==> config.mk <==
export PLATFORM = sky130hd
export DESIGN_NAME = tapm_top
export DESIGN_NICKNAME = d
export VERILOG_FILES = /design/src/verilog/tapm_pkg.sv /design/src/verilog/tapm_tick_if.sv /design/src/verilog/tapm_top.sv /design/src/verilog/tapm_prescaler.sv
export SDC_FILE = /design/constraint.sdc
export NUM_CORES = 1
export LEC_CHECK = 0
export BUFFER_PORTS_ARGS = -buffer_cell sky130_fd_sc_hd__buf_2
export CAP_MARGIN = 20
export CELL_PAD_IN_SITES_DETAIL_PLACEMENT = 0
export CELL_PAD_IN_SITES_GLOBAL_PLACEMENT = 1
export CORE_MARGIN = 2
export CORE_UTILIZATION = 25
export DETAILED_ROUTE_END_ITERATION = 16
export PLACE_DENSITY = 0.52
export SETUP_SLACK_MARGIN = 0.5
export SYNTH_ARGS = -nofsm -noshare
export SYNTH_HDL_FRONTEND = slang
export SYNTH_SLANG_ARGS = --single-unit
==> constraint.sdc <==
create_clock -name mclk -period 5.55 [get_ports mclk]
set_input_delay 1.11 -clock mclk [delete_from_list [all_inputs] [get_ports mclk]]
set_output_delay 1.11 -clock mclk [all_outputs]
set_load 0.02 [all_outputs]
==> src/verilog/tapm_pkg.sv <==
`default_nettype none
package tapm_pkg;
    localparam logic [3:0]  OFF_CTRL     = 4'h0;
    localparam logic [3:0]  OFF_TIMER    = 4'h4;
    localparam logic [3:0]  OFF_STATUS   = 4'h8;
    localparam int          CTRL_START   = 0;
    localparam int          CTRL_W8      = 1;
    localparam int          CTRL_SRC     = 2;
    localparam int          CTRL_GATE    = 4;
    localparam int          CTRL_TSRC    = 5;
    localparam int          CTRL_TPOL    = 6;
    localparam int          CTRL_W       = 7;
    localparam logic [6:0]  CTRL_RESET   = 7'h00;
    localparam logic [15:0] TIMER_RESET  = 16'h0000;
    localparam int          ST_RUN       = 0;
    localparam int          ST_WAIT      = 1;
    localparam int          ST_PULSE     = 2;
    localparam int          ST_PIN       = 3;
    localparam logic [15:0] LAST16       = 16'hFFFE;
    localparam logic [15:0] LAST8        = 16'h00FE;
    localparam logic [31:0] TIMER_RD_VAL = 32'h0000_0000;
    localparam logic [1:0]  RESP_OKAY    = 2'h0;
    localparam logic [1:0]  RESP_SLVERR  = 2'h2;
    localparam int          DIV8         = 8;
    localparam int          DIV32        = 32;
    localparam int          SUB_DIV      = 32;

    typedef enum logic [1:0]
    {
        SRC_UNDIV   = 2'b00,
        SRC_DIV8    = 2'b01,
        SRC_DIV32   = 2'b10,
        SRC_SUBDIV  = 2'b11
    } tapm_src_e;

    typedef enum logic [1:0]
    {
        S_IDLE = 2'b00,
        S_WAIT = 2'b01,
        S_RUN  = 2'b10
    } tapm_state_e;
endpackage
`default_nettype wire

==> src/verilog/tapm_tick_if.sv <==
`timescale 1ns/100ps
`default_nettype none
interface tapm_tick_if;
    tapm_pkg::tapm_src_e sel;
    logic                tick;
    modport ctrl (output sel, input tick);
    modport gen  (input sel, output tick);
endinterface
`default_nettype wire

==> src/verilog/tapm_top.sv <==
// Contract
// - Count source is undivided, divide-by-8, divide-by-32 or sub-clock divided by 32.
// - Counter counts down, as an 8-bit or 16-bit modulator by software choice.
// - Each pulse rising edge reloads the counter from the reload register; counting continues.
// - Triggers arriving while counting are ignored.
// - 16-bit: high time n source periods, cycle fixed at 65535 periods.
// - 8-bit: high time n times (m+1) periods, n from upper byte.
// - 8-bit: cycle 255 times (m+1) periods, m from lower byte.
// - Gated start begins on trigger pin edge or other timer overflow.
// - Start flag set to 1 enables counting; ungated start is immediate.
// - Start flag cleared to 0 stops counter and pulse generation.
// - Interrupt request raised at each falling edge of the pulse.
// - Trigger pin is general input or trigger; output pin carries the pulse.
// - Reading the timer register returns an undefined value, not the count.
// - Timer write while stopped loads both reload register and counter.
// - Timer write while counting loads reload register only, used at next reload.
`timescale 1ns/100ps
`default_nettype none
module tapm_top (
    input  wire logic        mclk,
    input  wire logic        rst,
    input  wire logic [3:0]  s_axi_awaddr,
    input  wire logic        s_axi_awvalid,
    output logic             s_axi_awready,
    input  wire logic [31:0] s_axi_wdata,
    input  wire logic [3:0]  s_axi_wstrb,
    input  wire logic        s_axi_wvalid,
    output logic             s_axi_wready,
    output logic [1:0]       s_axi_bresp,
    output logic             s_axi_bvalid,
    input  wire logic        s_axi_bready,
    input  wire logic [3:0]  s_axi_araddr,
    input  wire logic        s_axi_arvalid,
    output logic             s_axi_arready,
    output logic [31:0]      s_axi_rdata,
    output logic [1:0]       s_axi_rresp,
    output logic             s_axi_rvalid,
    input  wire logic        s_axi_rready,
    input  wire logic        subclock_tick,
    input  wire logic        trigger_input_pin,
    input  wire logic        other_timer_overflow,
    output logic             pulse_output_pin,
    output logic             irq_request
);
    tapm_tick_if tk ();

    logic [tapm_pkg::CTRL_W-1:0] ctrl_q;
    logic [15:0]                 reload_q;
    logic [15:0]                 act_q;
    logic [15:0]                 dn_q;
    logic [7:0]                  pre_q;
    tapm_pkg::tapm_state_e       state_q;
    logic                        trig_prev_q;
    logic                        wr_fire;
    logic                        rd_fire;
    logic                        wr_ctrl;
    logic                        wr_timer;
    logic [15:0]                 wr_val;
    logic                        w8;
    logic [15:0]                 last;
    logic [7:0]                  m_act;
    logic [15:0]                 n_act;
    logic [7:0]                  m_new;
    logic [15:0]                 pos;
    logic                        trig_edge;
    logic                        trig_evt;
    logic                        run_start;
    logic                        running;
    logic                        wrap;
    logic                        pulse_d;

    // The prescaler turns the selected count source into a one-cycle tick enable.
    tapm_prescaler i_tapm_prescaler (
        .mclk          (mclk),
        .rst           (rst),
        .subclock_tick (subclock_tick),
        .tk            (tk.gen)
    );

    assign tk.sel = tapm_pkg::tapm_src_e'(ctrl_q[tapm_pkg::CTRL_SRC +: 2]);

    // Both address and data must be present; waiting for both lets the master
    // offer them in either order without any skid storage here.
    assign wr_fire  = s_axi_awready && s_axi_awvalid && s_axi_wvalid;
    assign rd_fire  = s_axi_arready && s_axi_arvalid;
    assign wr_ctrl  = wr_fire && (s_axi_awaddr == tapm_pkg::OFF_CTRL);
    assign wr_timer = wr_fire && (s_axi_awaddr == tapm_pkg::OFF_TIMER);
    assign wr_val[7:0]  = s_axi_wstrb[0] ? s_axi_wdata[7:0] : reload_q[7:0];
    assign wr_val[15:8] = s_axi_wstrb[1] ? s_axi_wdata[15:8] : reload_q[15:8];

    // Both widths share one down counter; only the start value and step length differ.
    assign w8      = ctrl_q[tapm_pkg::CTRL_W8];
    assign last    = w8 ? tapm_pkg::LAST8 : tapm_pkg::LAST16;
    assign m_act   = w8 ? act_q[7:0] : 8'h00;
    assign n_act   = w8 ? {8'h00, act_q[15:8]} : act_q;
    assign m_new   = w8 ? reload_q[7:0] : 8'h00;
    // Position counts steps from the start of the period, as the counter runs down.
    assign pos     = last - dn_q;
    assign running = state_q == tapm_pkg::S_RUN;
    // A wrap is the last tick of the last step; the wrap itself starts a new high phase.
    assign wrap    = running && tk.tick && (pre_q == 8'h00) && (dn_q == 16'h0000);
    // The comparison is shared so the pin and the interrupt can never disagree.
    assign pulse_d = running && (pos < n_act);

    // Inputs are synchronous to mclk, so one flop is enough for edge detection.
    assign trig_edge = ctrl_q[tapm_pkg::CTRL_TPOL] ? (trigger_input_pin && !trig_prev_q)
                                                   : (!trigger_input_pin && trig_prev_q);
    assign trig_evt  = ctrl_q[tapm_pkg::CTRL_TSRC] ? other_timer_overflow : trig_edge;
    assign run_start = ctrl_q[tapm_pkg::CTRL_START] &&
                       (((state_q == tapm_pkg::S_IDLE) && !ctrl_q[tapm_pkg::CTRL_GATE]) ||
                        ((state_q == tapm_pkg::S_WAIT) && trig_evt));

    // Reset leaves the previous sample low, so a falling-edge trigger cannot fire
    // falsely after reset; a pin already high may look like a rising edge.
    always_ff @(posedge mclk)
    begin
        if (rst)
            trig_prev_q <= 1'b0;
        else
            trig_prev_q <= trigger_input_pin;
    end

    // Control lives in byte lane 0 only; a write without that strobe leaves it alone.
    always_ff @(posedge mclk)
    begin
        if (rst)
            ctrl_q <= tapm_pkg::CTRL_RESET;
        else if (wr_ctrl && s_axi_wstrb[0])
            ctrl_q <= s_axi_wdata[tapm_pkg::CTRL_W-1:0];
    end

    // The reload register always takes the written value; only the active copy
    // below cares whether the channel is counting.
    always_ff @(posedge mclk)
    begin
        if (rst)
            reload_q <= tapm_pkg::TIMER_RESET;
        else if (wr_timer)
            reload_q <= wr_val;
    end

    // Clearing the start flag wins over every state, so a stop is never lost to a
    // trigger that arrives in the same cycle.
    always_ff @(posedge mclk)
    begin
        if (rst)
            state_q <= tapm_pkg::S_IDLE;
        else if (!ctrl_q[tapm_pkg::CTRL_START])
            state_q <= tapm_pkg::S_IDLE;
        else
        begin
            case (state_q)
                tapm_pkg::S_IDLE:
                    state_q <= run_start ? tapm_pkg::S_RUN : tapm_pkg::S_WAIT;
                tapm_pkg::S_WAIT:
                    if (run_start)
                        state_q <= tapm_pkg::S_RUN;
                tapm_pkg::S_RUN:
                    state_q <= tapm_pkg::S_RUN;
                default:
                    state_q <= tapm_pkg::S_IDLE;
            endcase
        end
    end

    // The active copy holds the n and m of the period in progress. Writes while
    // counting wait in the reload register, so a period is never cut short.
    always_ff @(posedge mclk)
    begin
        if (rst)
            act_q <= tapm_pkg::TIMER_RESET;
        else if (wr_timer && !running)
            act_q <= wr_val;
        else if (wrap)
            act_q <= reload_q;
    end

    always_ff @(posedge mclk)
    begin
        if (rst)
        begin
            dn_q  <= tapm_pkg::LAST16;
            pre_q <= 8'h00;
        end
        else if (run_start)
        begin
            dn_q  <= last;
            pre_q <= m_act;
        end
        else if (running && tk.tick)
        begin
            if (pre_q != 8'h00)
                pre_q <= pre_q - 8'h01;
            else if (dn_q == 16'h0000)
            begin
                dn_q  <= last;
                pre_q <= m_new;
            end
            else
            begin
                dn_q  <= dn_q - 16'h0001;
                pre_q <= m_act;
            end
        end
    end

    // The pin follows the counter one cycle later; irq is timed off the pin
    // itself so it marks exactly the observed falling edge.
    always_ff @(posedge mclk)
    begin
        if (rst)
            pulse_output_pin <= 1'b0;
        else
            pulse_output_pin <= pulse_d;
    end

    always_ff @(posedge mclk)
    begin
        if (rst)
            irq_request <= 1'b0;
        else
            irq_request <= pulse_output_pin && !pulse_d;
    end

    // Ready is held off while a response is pending, so a second write cannot
    // overtake the first; this costs two idle cycles between writes.
    always_ff @(posedge mclk)
    begin
        if (rst)
        begin
            s_axi_awready <= 1'b0;
            s_axi_wready  <= 1'b0;
        end
        else
        begin
            s_axi_awready <= !s_axi_awready && !s_axi_bvalid && s_axi_awvalid && s_axi_wvalid;
            s_axi_wready  <= !s_axi_awready && !s_axi_bvalid && s_axi_awvalid && s_axi_wvalid;
        end
    end

    always_ff @(posedge mclk)
    begin
        if (rst)
        begin
            s_axi_bvalid <= 1'b0;
            s_axi_bresp  <= tapm_pkg::RESP_OKAY;
        end
        else if (wr_fire)
        begin
            s_axi_bvalid <= 1'b1;
            s_axi_bresp  <= (wr_ctrl || wr_timer || s_axi_awaddr == tapm_pkg::OFF_STATUS)
                            ? tapm_pkg::RESP_OKAY : tapm_pkg::RESP_SLVERR;
        end
        else if (s_axi_bready)
            s_axi_bvalid <= 1'b0;
    end

    // Reads follow the same pattern; rdata is cleared first so unused bits read zero.
    always_ff @(posedge mclk)
    begin
        if (rst)
            s_axi_arready <= 1'b0;
        else
            s_axi_arready <= !s_axi_arready && !s_axi_rvalid && s_axi_arvalid;
    end

    always_ff @(posedge mclk)
    begin
        if (rst)
        begin
            s_axi_rvalid <= 1'b0;
            s_axi_rdata  <= 32'h0000_0000;
            s_axi_rresp  <= tapm_pkg::RESP_OKAY;
        end
        else if (rd_fire)
        begin
            s_axi_rvalid <= 1'b1;
            s_axi_rresp  <= tapm_pkg::RESP_OKAY;
            s_axi_rdata  <= 32'h0000_0000;
            case (s_axi_araddr)
                tapm_pkg::OFF_CTRL:
                    s_axi_rdata[tapm_pkg::CTRL_W-1:0] <= ctrl_q;
                tapm_pkg::OFF_TIMER:
                    // The count is not exposed; software always sees a fixed value.
                    s_axi_rdata <= tapm_pkg::TIMER_RD_VAL;
                tapm_pkg::OFF_STATUS:
                begin
                    s_axi_rdata[tapm_pkg::ST_RUN]   <= running;
                    s_axi_rdata[tapm_pkg::ST_WAIT]  <= state_q == tapm_pkg::S_WAIT;
                    s_axi_rdata[tapm_pkg::ST_PULSE] <= pulse_output_pin;
                    s_axi_rdata[tapm_pkg::ST_PIN]   <= trigger_input_pin;
                end
                default:
                    s_axi_rresp <= tapm_pkg::RESP_SLVERR;
            endcase
        end
        else if (s_axi_rready)
            s_axi_rvalid <= 1'b0;
    end
endmodule
`default_nettype wire

==> src/verilog/tapm_prescaler.sv <==
`timescale 1ns/100ps
`default_nettype none
module tapm_prescaler #(
    parameter int DIV8    = tapm_pkg::DIV8,
    parameter int DIV32   = tapm_pkg::DIV32,
    parameter int SUB_DIV = tapm_pkg::SUB_DIV
) (
    input  wire logic   mclk,
    input  wire logic   rst,
    input  wire logic   subclock_tick,
    tapm_tick_if.gen    tk
);
    localparam int DW = $clog2(DIV32);
    localparam int SW = $clog2(SUB_DIV);
    localparam logic [DW-1:0] D8_LAST  = DW'(DIV8 - 1);
    localparam logic [DW-1:0] D32_LAST = DW'(DIV32 - 1);
    localparam logic [SW-1:0] SUB_LAST = SW'(SUB_DIV - 1);

    logic [DW-1:0] div_q;
    logic [SW-1:0] sub_q;
    logic          d8_en;
    logic          d32_en;
    logic          sub_en;

    // Both fast dividers share one counter, so the divide-by-8 ticks are phase
    // aligned with the divide-by-32 ticks; this needs power-of-two ratios.
    assign d8_en  = (div_q & D8_LAST) == D8_LAST;
    assign d32_en = div_q == D32_LAST;
    assign sub_en = subclock_tick && (sub_q == SUB_LAST);

    always_ff @(posedge mclk)
    begin
        if (rst)
            div_q <= '0;
        else
            div_q <= div_q + DW'(1);
    end

    always_ff @(posedge mclk)
    begin
        if (rst)
            sub_q <= '0;
        else if (subclock_tick)
            sub_q <= sub_q + SW'(1);
    end

    always_ff @(posedge mclk)
    begin
        if (rst)
            tk.tick <= 1'b0;
        else
        begin
            case (tk.sel)
                tapm_pkg::SRC_UNDIV:  tk.tick <= 1'b1;
                tapm_pkg::SRC_DIV8:   tk.tick <= d8_en;
                tapm_pkg::SRC_DIV32:  tk.tick <= d32_en;
                tapm_pkg::SRC_SUBDIV: tk.tick <= sub_en;
                default:              tk.tick <= 1'b0;
            endcase
        end
    end
endmodule
`default_nettype wire

==> results of run 1 <==
[cell families (layout without fill, tap and decap cells)]
kind of cell               count (synthesis)  after routing
xor gates and xnor gates                  27             27
and+or+nand+nor                          236            236
buffers and inverters                     76             87
AOI/OAI and AO/OA                        139            139
adders and majority gates                 36             36
other                                      1             27
muxes                                     46             46
DFF                                       92             92
[where the power goes]
group	leakage (nW)	switching (mW)	internal, mW
clock	0.150	0.288	0.360
sequential	0.744	0.00477	0.666
combinational	1.66	0.0514	0.0203
total	2.55	0.344	1.05
[worst reg2reg max path: cells and delay by family, from the launching register on]
family / cells / cell delay [ns]
XOR/XNOR: 1 / 0.14
AO/OA/AOI/OAI: 7 / 1.28
adder cells (fa/ha/maj): 2 / 0.68
flip-flops: 1 / 0.31
buffers and inverters: 1 / 0.47
AND/OR/NAND/NOR: 3 / 0.43
[layout make-up]
type / instances / area (sq um) / share of cell area [%]
Clock buffer: 10 / 229.0 / 3.639
Clock inverter: 6 / 76.32 / 1.213
Inverter: 16 / 60.06 / 0.9545
Multi-Input combinational cell: 511 / 3450 / 54.82
Sequential cell: 92 / 1842 / 29.27
Tap cell: 280 / 350.3 / 5.568
Timing Repair Buffer: 55 / 285.3 / 4.534
[flip-flops by register name, summed over array words and instances (netlist names)]
| signal | cells |
|---|---|
| act_q | 16 |
| ctrl_q | 7 |
| dn_q | 16 |
| i_tapm_prescaler.div_q | 5 |
| i_tapm_prescaler.sub_q | 5 |
| i_tapm_prescaler.tk.tick | 1 |
| irq_request | 1 |
| pre_q | 8 |
| pulse_output_pin | 1 |
| reload_q | 16 |
| s_axi_arready | 1 |
| s_axi_bresp | 1 |
| s_axi_bvalid | 1 |
| s_axi_rdata | 7 |
| s_axi_rresp | 1 |
| s_axi_rvalid | 1 |
| s_axi_wready | 1 |
| state_q | 2 |
| trig_prev_q | 1 |
[metrics by stage]
step                      cells  setup slack [ns]  power, mW  hold slack (ns)
final                       970             2.115      1.390           0.4442
after global routing        970             1.809      1.448           0.4693
after floorplan             679             2.220     0.7460           0.4176
after detailed placement    954             2.133     0.7584           0.4381
after CTS                   970             2.098      1.416           0.4472
after global placement      954             2.159     0.7568           0.4270
[worst paths after layout]
kind | start | endpoint | slack (ns) | depth (start not counted)
worst max register to register | ctrl_q[1]$_SDFFE_PP0P_ | irq_request$_SDFF_PP0_ | 2.11 | 14
worst min-delay path | s_axi_bvalid$_SDFFE_PP0P_ | s_axi_wready$_SDFF_PP0_ | 0.44 | 1
worst max-delay path | ctrl_q[1]$_SDFFE_PP0P_ | irq_request$_SDFF_PP0_ | 2.11 | 14
worst min register to register | s_axi_bvalid$_SDFFE_PP0P_ | s_axi_wready$_SDFF_PP0_ | 0.44 | 1
[synth_stat cells (all sizes together), types with 17 or more instances]
cell type	instances
a211oi	18
a21oi	49
buf	44
dfxtp	92
ha	36
mux2i	45
nand2	64
nand3	27
nor2	64
nor3	17
[routing by layer]
| layer | GRT usage (%) | up-vias | routed length (um) |
|---|---|---|---|
| li1 | - | 2364 | - |
| met1 | 16.78 | 2243 | 7342 |
| met2 | 21.15 | 94 | 7073 |
| met3 | 2.283 | 19 | 403 |
| met4 | 4.139 | 0 | 255 |
| met5 | 0 | - | 0 |
==> results.py, run 1 <==
metrics = {
    "status": {
        "outcome": "finished clean",
    },
    "sta": {
        "hold_viol_final": 0,
        "finalSetupTns_ns": 0,
        "period_share_pct": 61.90,
        "min_period_ns": 3.435,
        "slew_headroom_pct": 30.35,
        "fin_skew_ns": 0.01317,
        "setup_viol": 0,
        "final_max_slew_viol_count": 0,
        "tightest_slew_ns": 1.036,
        "max_freq_mhz": 291.1,
        "rsz0062_at_grt": "false",
    },
    "power_and_ir_drop": {
        "powerDensity_nw_per_um2": 220.8,
        "ir_drop_uv": 150.7,
        "leakagePower_nw": 2.552,
    },
    "cts": {
        "hold_buffers": 0,
        "clk_latency_ns": 0.35,
        "numCtsBuffers": 9,
        "clk_pin_slew_ns": 0.07,
        "cts_sinks": 92,
        "cts_resized": 0,
        "cts_buffer_depth": 2,
        "htree_levels": 3,
        "postCtsSetupBuffers": 0,
        "cts_tree": "done",
        "root_buffer": "clkbuf_16",
    },
    "finish": {
        "fin_util_pct": 28.66,
        "layout-drive-gt1-share_pct": 14.49,
        "area_growth_pct": 12.08,
        "nNetsFinal": 775,
        "diodes": 0,
        "layout_common_cells": "dfxtp_1, nor2_1, nand2_1",
        "fillers": 2339,
        "layout_commonest_cell": "dfxtp_1",
        "stdcell_area_sq_um": 6292,
    },
    "place": {
        "hpwlAfterDp_um": 11250,
        "io_buffers": 51,
        "place.gp.congestion": 0.7934,
        "postPlaceCellArea_sq_um": 5987,
    },
    "worst_setup_path": {
        "crit_chain": "inv_1 -> ha_1 -> a21o_1 -> a21oi_1 -> a21boi_0 -> o21a_1 -> nor2_1 -> xnor2_1 -> ha_1 -> a21o_1 -> a21o_1 -> a21oi_1 -> nand4_1 -> and4b_1",
        "critPathTopFamily": "compound AO/OA/AOI/OAI gates",
        "crit_fanout": 17,
        "crit_type": "reg2reg",
        "worst_ep_required_time_ns": 5.78,
        "max_stage_delay_ns": 0.47,
        "cp.arrival_ns": 3.67,
        "path_common_cell": "a21o_1",
        "critPathBufInv": 1,
        "crit_slowest_cell": "inv_1",
        "setup.worst_path.start_class": "flop",
        "cp-end-kind": "flop",
    },
    "synthesis": {
        "synth_edf_count": 0,
        "ys_warn_count": 0,
        "synth_seq_area_share_pct": 32.81,
        "synth-xor-area-share_pct": 4.212,
        "yosys.cell_types.count": 66,
        "synthMuxAreaShare_pct": 8.224,
        "syn_area_sq_um": 5614,
        "synthTopCellsByArea": "dfxtp_1, ha_1, mux2i_1, a21oi_1, nor2_1",
        "synth-simple-area-share_pct": 21.19,
        "ys_ff_latch": 92,
        "avgSynthCellArea_sq_um": 8.597,
        "synthAdderAreaFrac_pct": 8.023,
        "synth_top_family_by_area": "simple AND/OR/NAND/NOR gates",
        "synth_cells": 653,
        "synth_compound_area_share_pct": 17.87,
        "synth_top_area_share_pct": 32.81,
        "synth_top_cell_by_area": "dfxtp_1",
        "synth_ff_type": "dfxtp_1",
        "synth-async-reset-ratio_pct": 0,
    },
    "floorplanning": {
        "dieArea_sq_um": 23670,
        "ios": 97,
        "die_height_um": 153.9,
        "die_x_um": 153.9,
        "placementRows": 54,
        "initial_utilization_pct": 25.57,
        "core_area_sq_um": 21960,
    },
    "global_route": {
        "antenna_found_initial": 0,
        "overflow": 0,
        "grt_max_degree": 69,
        "grt_pass1_wl_um": 24200,
        "grt_pass1_vias": 4580,
        "grt_usage_pct": 12.74,
    },
    "drt": {
        "dr_total_vias": 4720,
        "drc": 0,
        "drt_iter0_markers": 213,
        "drtAntennaViolNets": 0,
        "drtPass1Iterations": 4,
        "finalWirelength_um": 15080,
        "vias_per_cell": 4.866,
        "wire_per_inst_um": 15.54,
    },
    "flow_run": {
        "drv_cap": 0,
    },
    "min_path": {
        "min_path_type": "reg2reg",
    },
}
(Power assumes the default switching activity.)
==> run 2: changes to the inputs <==
PLACE_DENSITY = 0.54   (was 0.52)
clock period = 2.9 ns   (was 5.55 ns; I/O delays follow)
==> run 2 against run 1 <==
First-iteration DRC count down 5.6%. Worst setup slack worse by 1.9 ns. Largest power group unchanged. Maximum frequency up 29%. Largest cell class unchanged.
==> results.py, run 2 (synthesis results as in run 1) <==
metrics = {
    "power_and_ir_drop": {
        "powerDensity_nw_per_um2": 379.0,
        "ir_drop_uv": 231.5,
        "leakagePower_nw": 2.831,
    },
    "global_route": {
        "grt_pass1_vias": 4866,
        "antenna_found_initial": 0,
        "grt_max_degree": 54,
        "grt_usage_pct": 13.57,
        "grt_pass1_wl_um": 25880,
        "overflow": 0,
    },
    "cts": {
        "cts_buffer_depth": 2,
        "numCtsBuffers": 9,
        "root_buffer": "clkbuf_16",
        "hold_buffers": 0,
        "htree_levels": 3,
        "clk_latency_ns": 0.35,
        "cts_sinks": 92,
        "cts_tree": "done",
        "clk_pin_slew_ns": 0.08,
    },
    "finish": {
        "nNetsFinal": 824,
        "layout_common_cells": "dfxtp_1, nand2_1, nor2_1",
        "area_growth_pct": 23.18,
        "fin_util_pct": 31.49,
        "stdcell_count": 1019,
        "reg.largest.list": "act_q x16, dn_q x16, reload_q x16",
        "diodes": 0,
        "layout_commonest_cell": "dfxtp_1",
        "layout-drive-gt1-share_pct": 25.71,
    },
    "sta": {
        "setup_slack_ns": 0.2456,
        "holdWs_ns": 0.4482,
        "min_period_ns": 2.654,
        "final_max_slew_viol_count": 0,
        "finalSetupTns_ns": 0,
        "period_share_pct": 91.53,
        "slew_headroom_pct": 48.41,
        "max_freq_mhz": 376.7,
        "rsz0062_at_grt": "true",
        "setup_viol": 0,
        "fin_skew_ns": 0.01192,
        "tightest_slew_ns": 0.7739,
        "hold_viol_final": 0,
    },
    "worst_setup_path": {
        "crit_chain": "inv_4 -> ha_4 -> a21o_1 -> a21oi_2 -> a21boi_2 -> o21a_1 -> nor2_1 -> xnor2_1 -> ha_1 -> a21o_1 -> a21o_1 -> a21oi_2 -> nand4_1 -> and4b_1",
        "crit_slowest_cell": "dfxtp_2",
        "setup.worst_path.start_class": "flop",
        "r2r_setup_slack_ns": 0.25,
        "critPathTopFamily": "compound AO/OA/AOI/OAI gates",
        "worstSetupPathDepth": 14,
        "cp-end-kind": "flop",
        "crit_fanout": 6,
        "max_stage_delay_ns": 0.34,
        "worst_ep_required_time_ns": 3.14,
        "crit_type": "reg2reg",
        "reg2regPathDepth": 14,
        "cp.arrival_ns": 2.89,
        "critPathBufInv": 1,
        "path_common_cell": "a21o_1",
    },
    "floorplanning": {
        "core_area_sq_um": 21960,
        "initial_utilization_pct": 25.57,
        "die_height_um": 153.9,
        "ios": 97,
        "dieArea_sq_um": 23670,
        "placementRows": 54,
        "die_x_um": 153.9,
    },
    "drt": {
        "finalWirelength_um": 16010,
        "dr_total_vias": 4921,
        "vias_per_cell": 4.829,
        "wire_per_inst_um": 15.71,
        "drtPass1Iterations": 4,
        "drc": 0,
        "drtAntennaViolNets": 0,
        "drt_iter0_markers": 201,
    },
    "min_path": {
        "hold-path-cell-count": 1,
        "min_path_type": "reg2reg",
    },
    "status": {
        "outcome": "finished clean",
    },
    "flow_run": {
        "drv_cap": 0,
    },
    "place": {
        "io_buffers": 51,
        "hpwlAfterDp_um": 11470,
        "place_inst": 973,
        "place.gp.congestion": 0.7911,
        "pre_cts_ws_ns": 0.1832,
    },
}
==> run 2: cell types whose count changed in the layout (fill, tap and decap cells not counted), moves of 4 or more <==
cell | before | now
dfxtp_1 | 92 | 85
inv_1 | 16 | 12
buf_4 | 4 | 43
a21oi_1 | 49 | 43
dfxtp_2 | 0 | 4
ha_1 | 36 | 30
a21oi_2 | 0 | 5
buf_6 | 0 | 6
mux2i_1 | 45 | 41
ha_4 | 0 | 4
==> run 2: repair_timing <==
action	CTS	global route
endpoints found under the setup margin	32	29
cloned	4	0
resized for setup	36	21
pin swaps	20	11
buffers inserted	17	9
==> run 2: path summary, 6_finish.rpt <==
kind,start,endpoint
worst max-delay path,ctrl_q[1]$_SDFFE_PP0P_,irq_request$_SDFF_PP0_
worst min-delay path,s_axi_bvalid$_SDFFE_PP0P_,s_axi_wready$_SDFF_PP0_
worst max register to register,ctrl_q[1]$_SDFFE_PP0P_,irq_request$_SDFF_PP0_
worst min register to register,s_axi_bvalid$_SDFFE_PP0P_,s_axi_wready$_SDFF_PP0_
==> run 2: worst register-to-register path, cell delays in order (launching register included) <==
cell and delay (ns):
dfxtp_2 0.34, inv_4 0.10, ha_4 0.22, a21o_1 0.16, a21oi_2 0.16, a21boi_2 0.08
o21a_1 0.17, nor2_1 0.11, xnor2_1 0.15, ha_1 0.27, a21o_1 0.16, a21o_1 0.16
a21oi_2 0.14, nand4_1 0.12, and4b_1 0.21
==> run 2: power breakdown <==
group / switching, mW / internal, mW
Combinational: 0.100 / 0.0427
Sequential: 0.00929 / 1.27
Clock: 0.591 / 0.607
Total: 0.700 / 1.92
==> run 2: cell type report <==
type	instances	area, sq um
Sequential cell	92	1858
Fill cell	2315	15040
Tap cell	280	350.3
Clock inverter	7	67.56
Timing Repair Buffer	101	665.6
Multi-Input combinational cell	514	3679
Inverter	16	70.07
Clock buffer	9	225.2
==> run 2: metal layers <==
layer  wire length (um)  up-vias  global-route usage, %
li1                   -     2458                      -
met1               7482     2367                  17.62
met2               7840       80                  23.19
met3                455       16                  2.424
met4                233        0                  3.738
met5                  0        -                      0
==> run 2: through the flow <==
stage,cell area [sq um],power [mW]
after floorplan,5788,1.428
after global placement,6187,1.452
after detailed placement,6187,1.455
after CTS,6766,2.673
after global routing,6915,2.738
final,6915,2.621
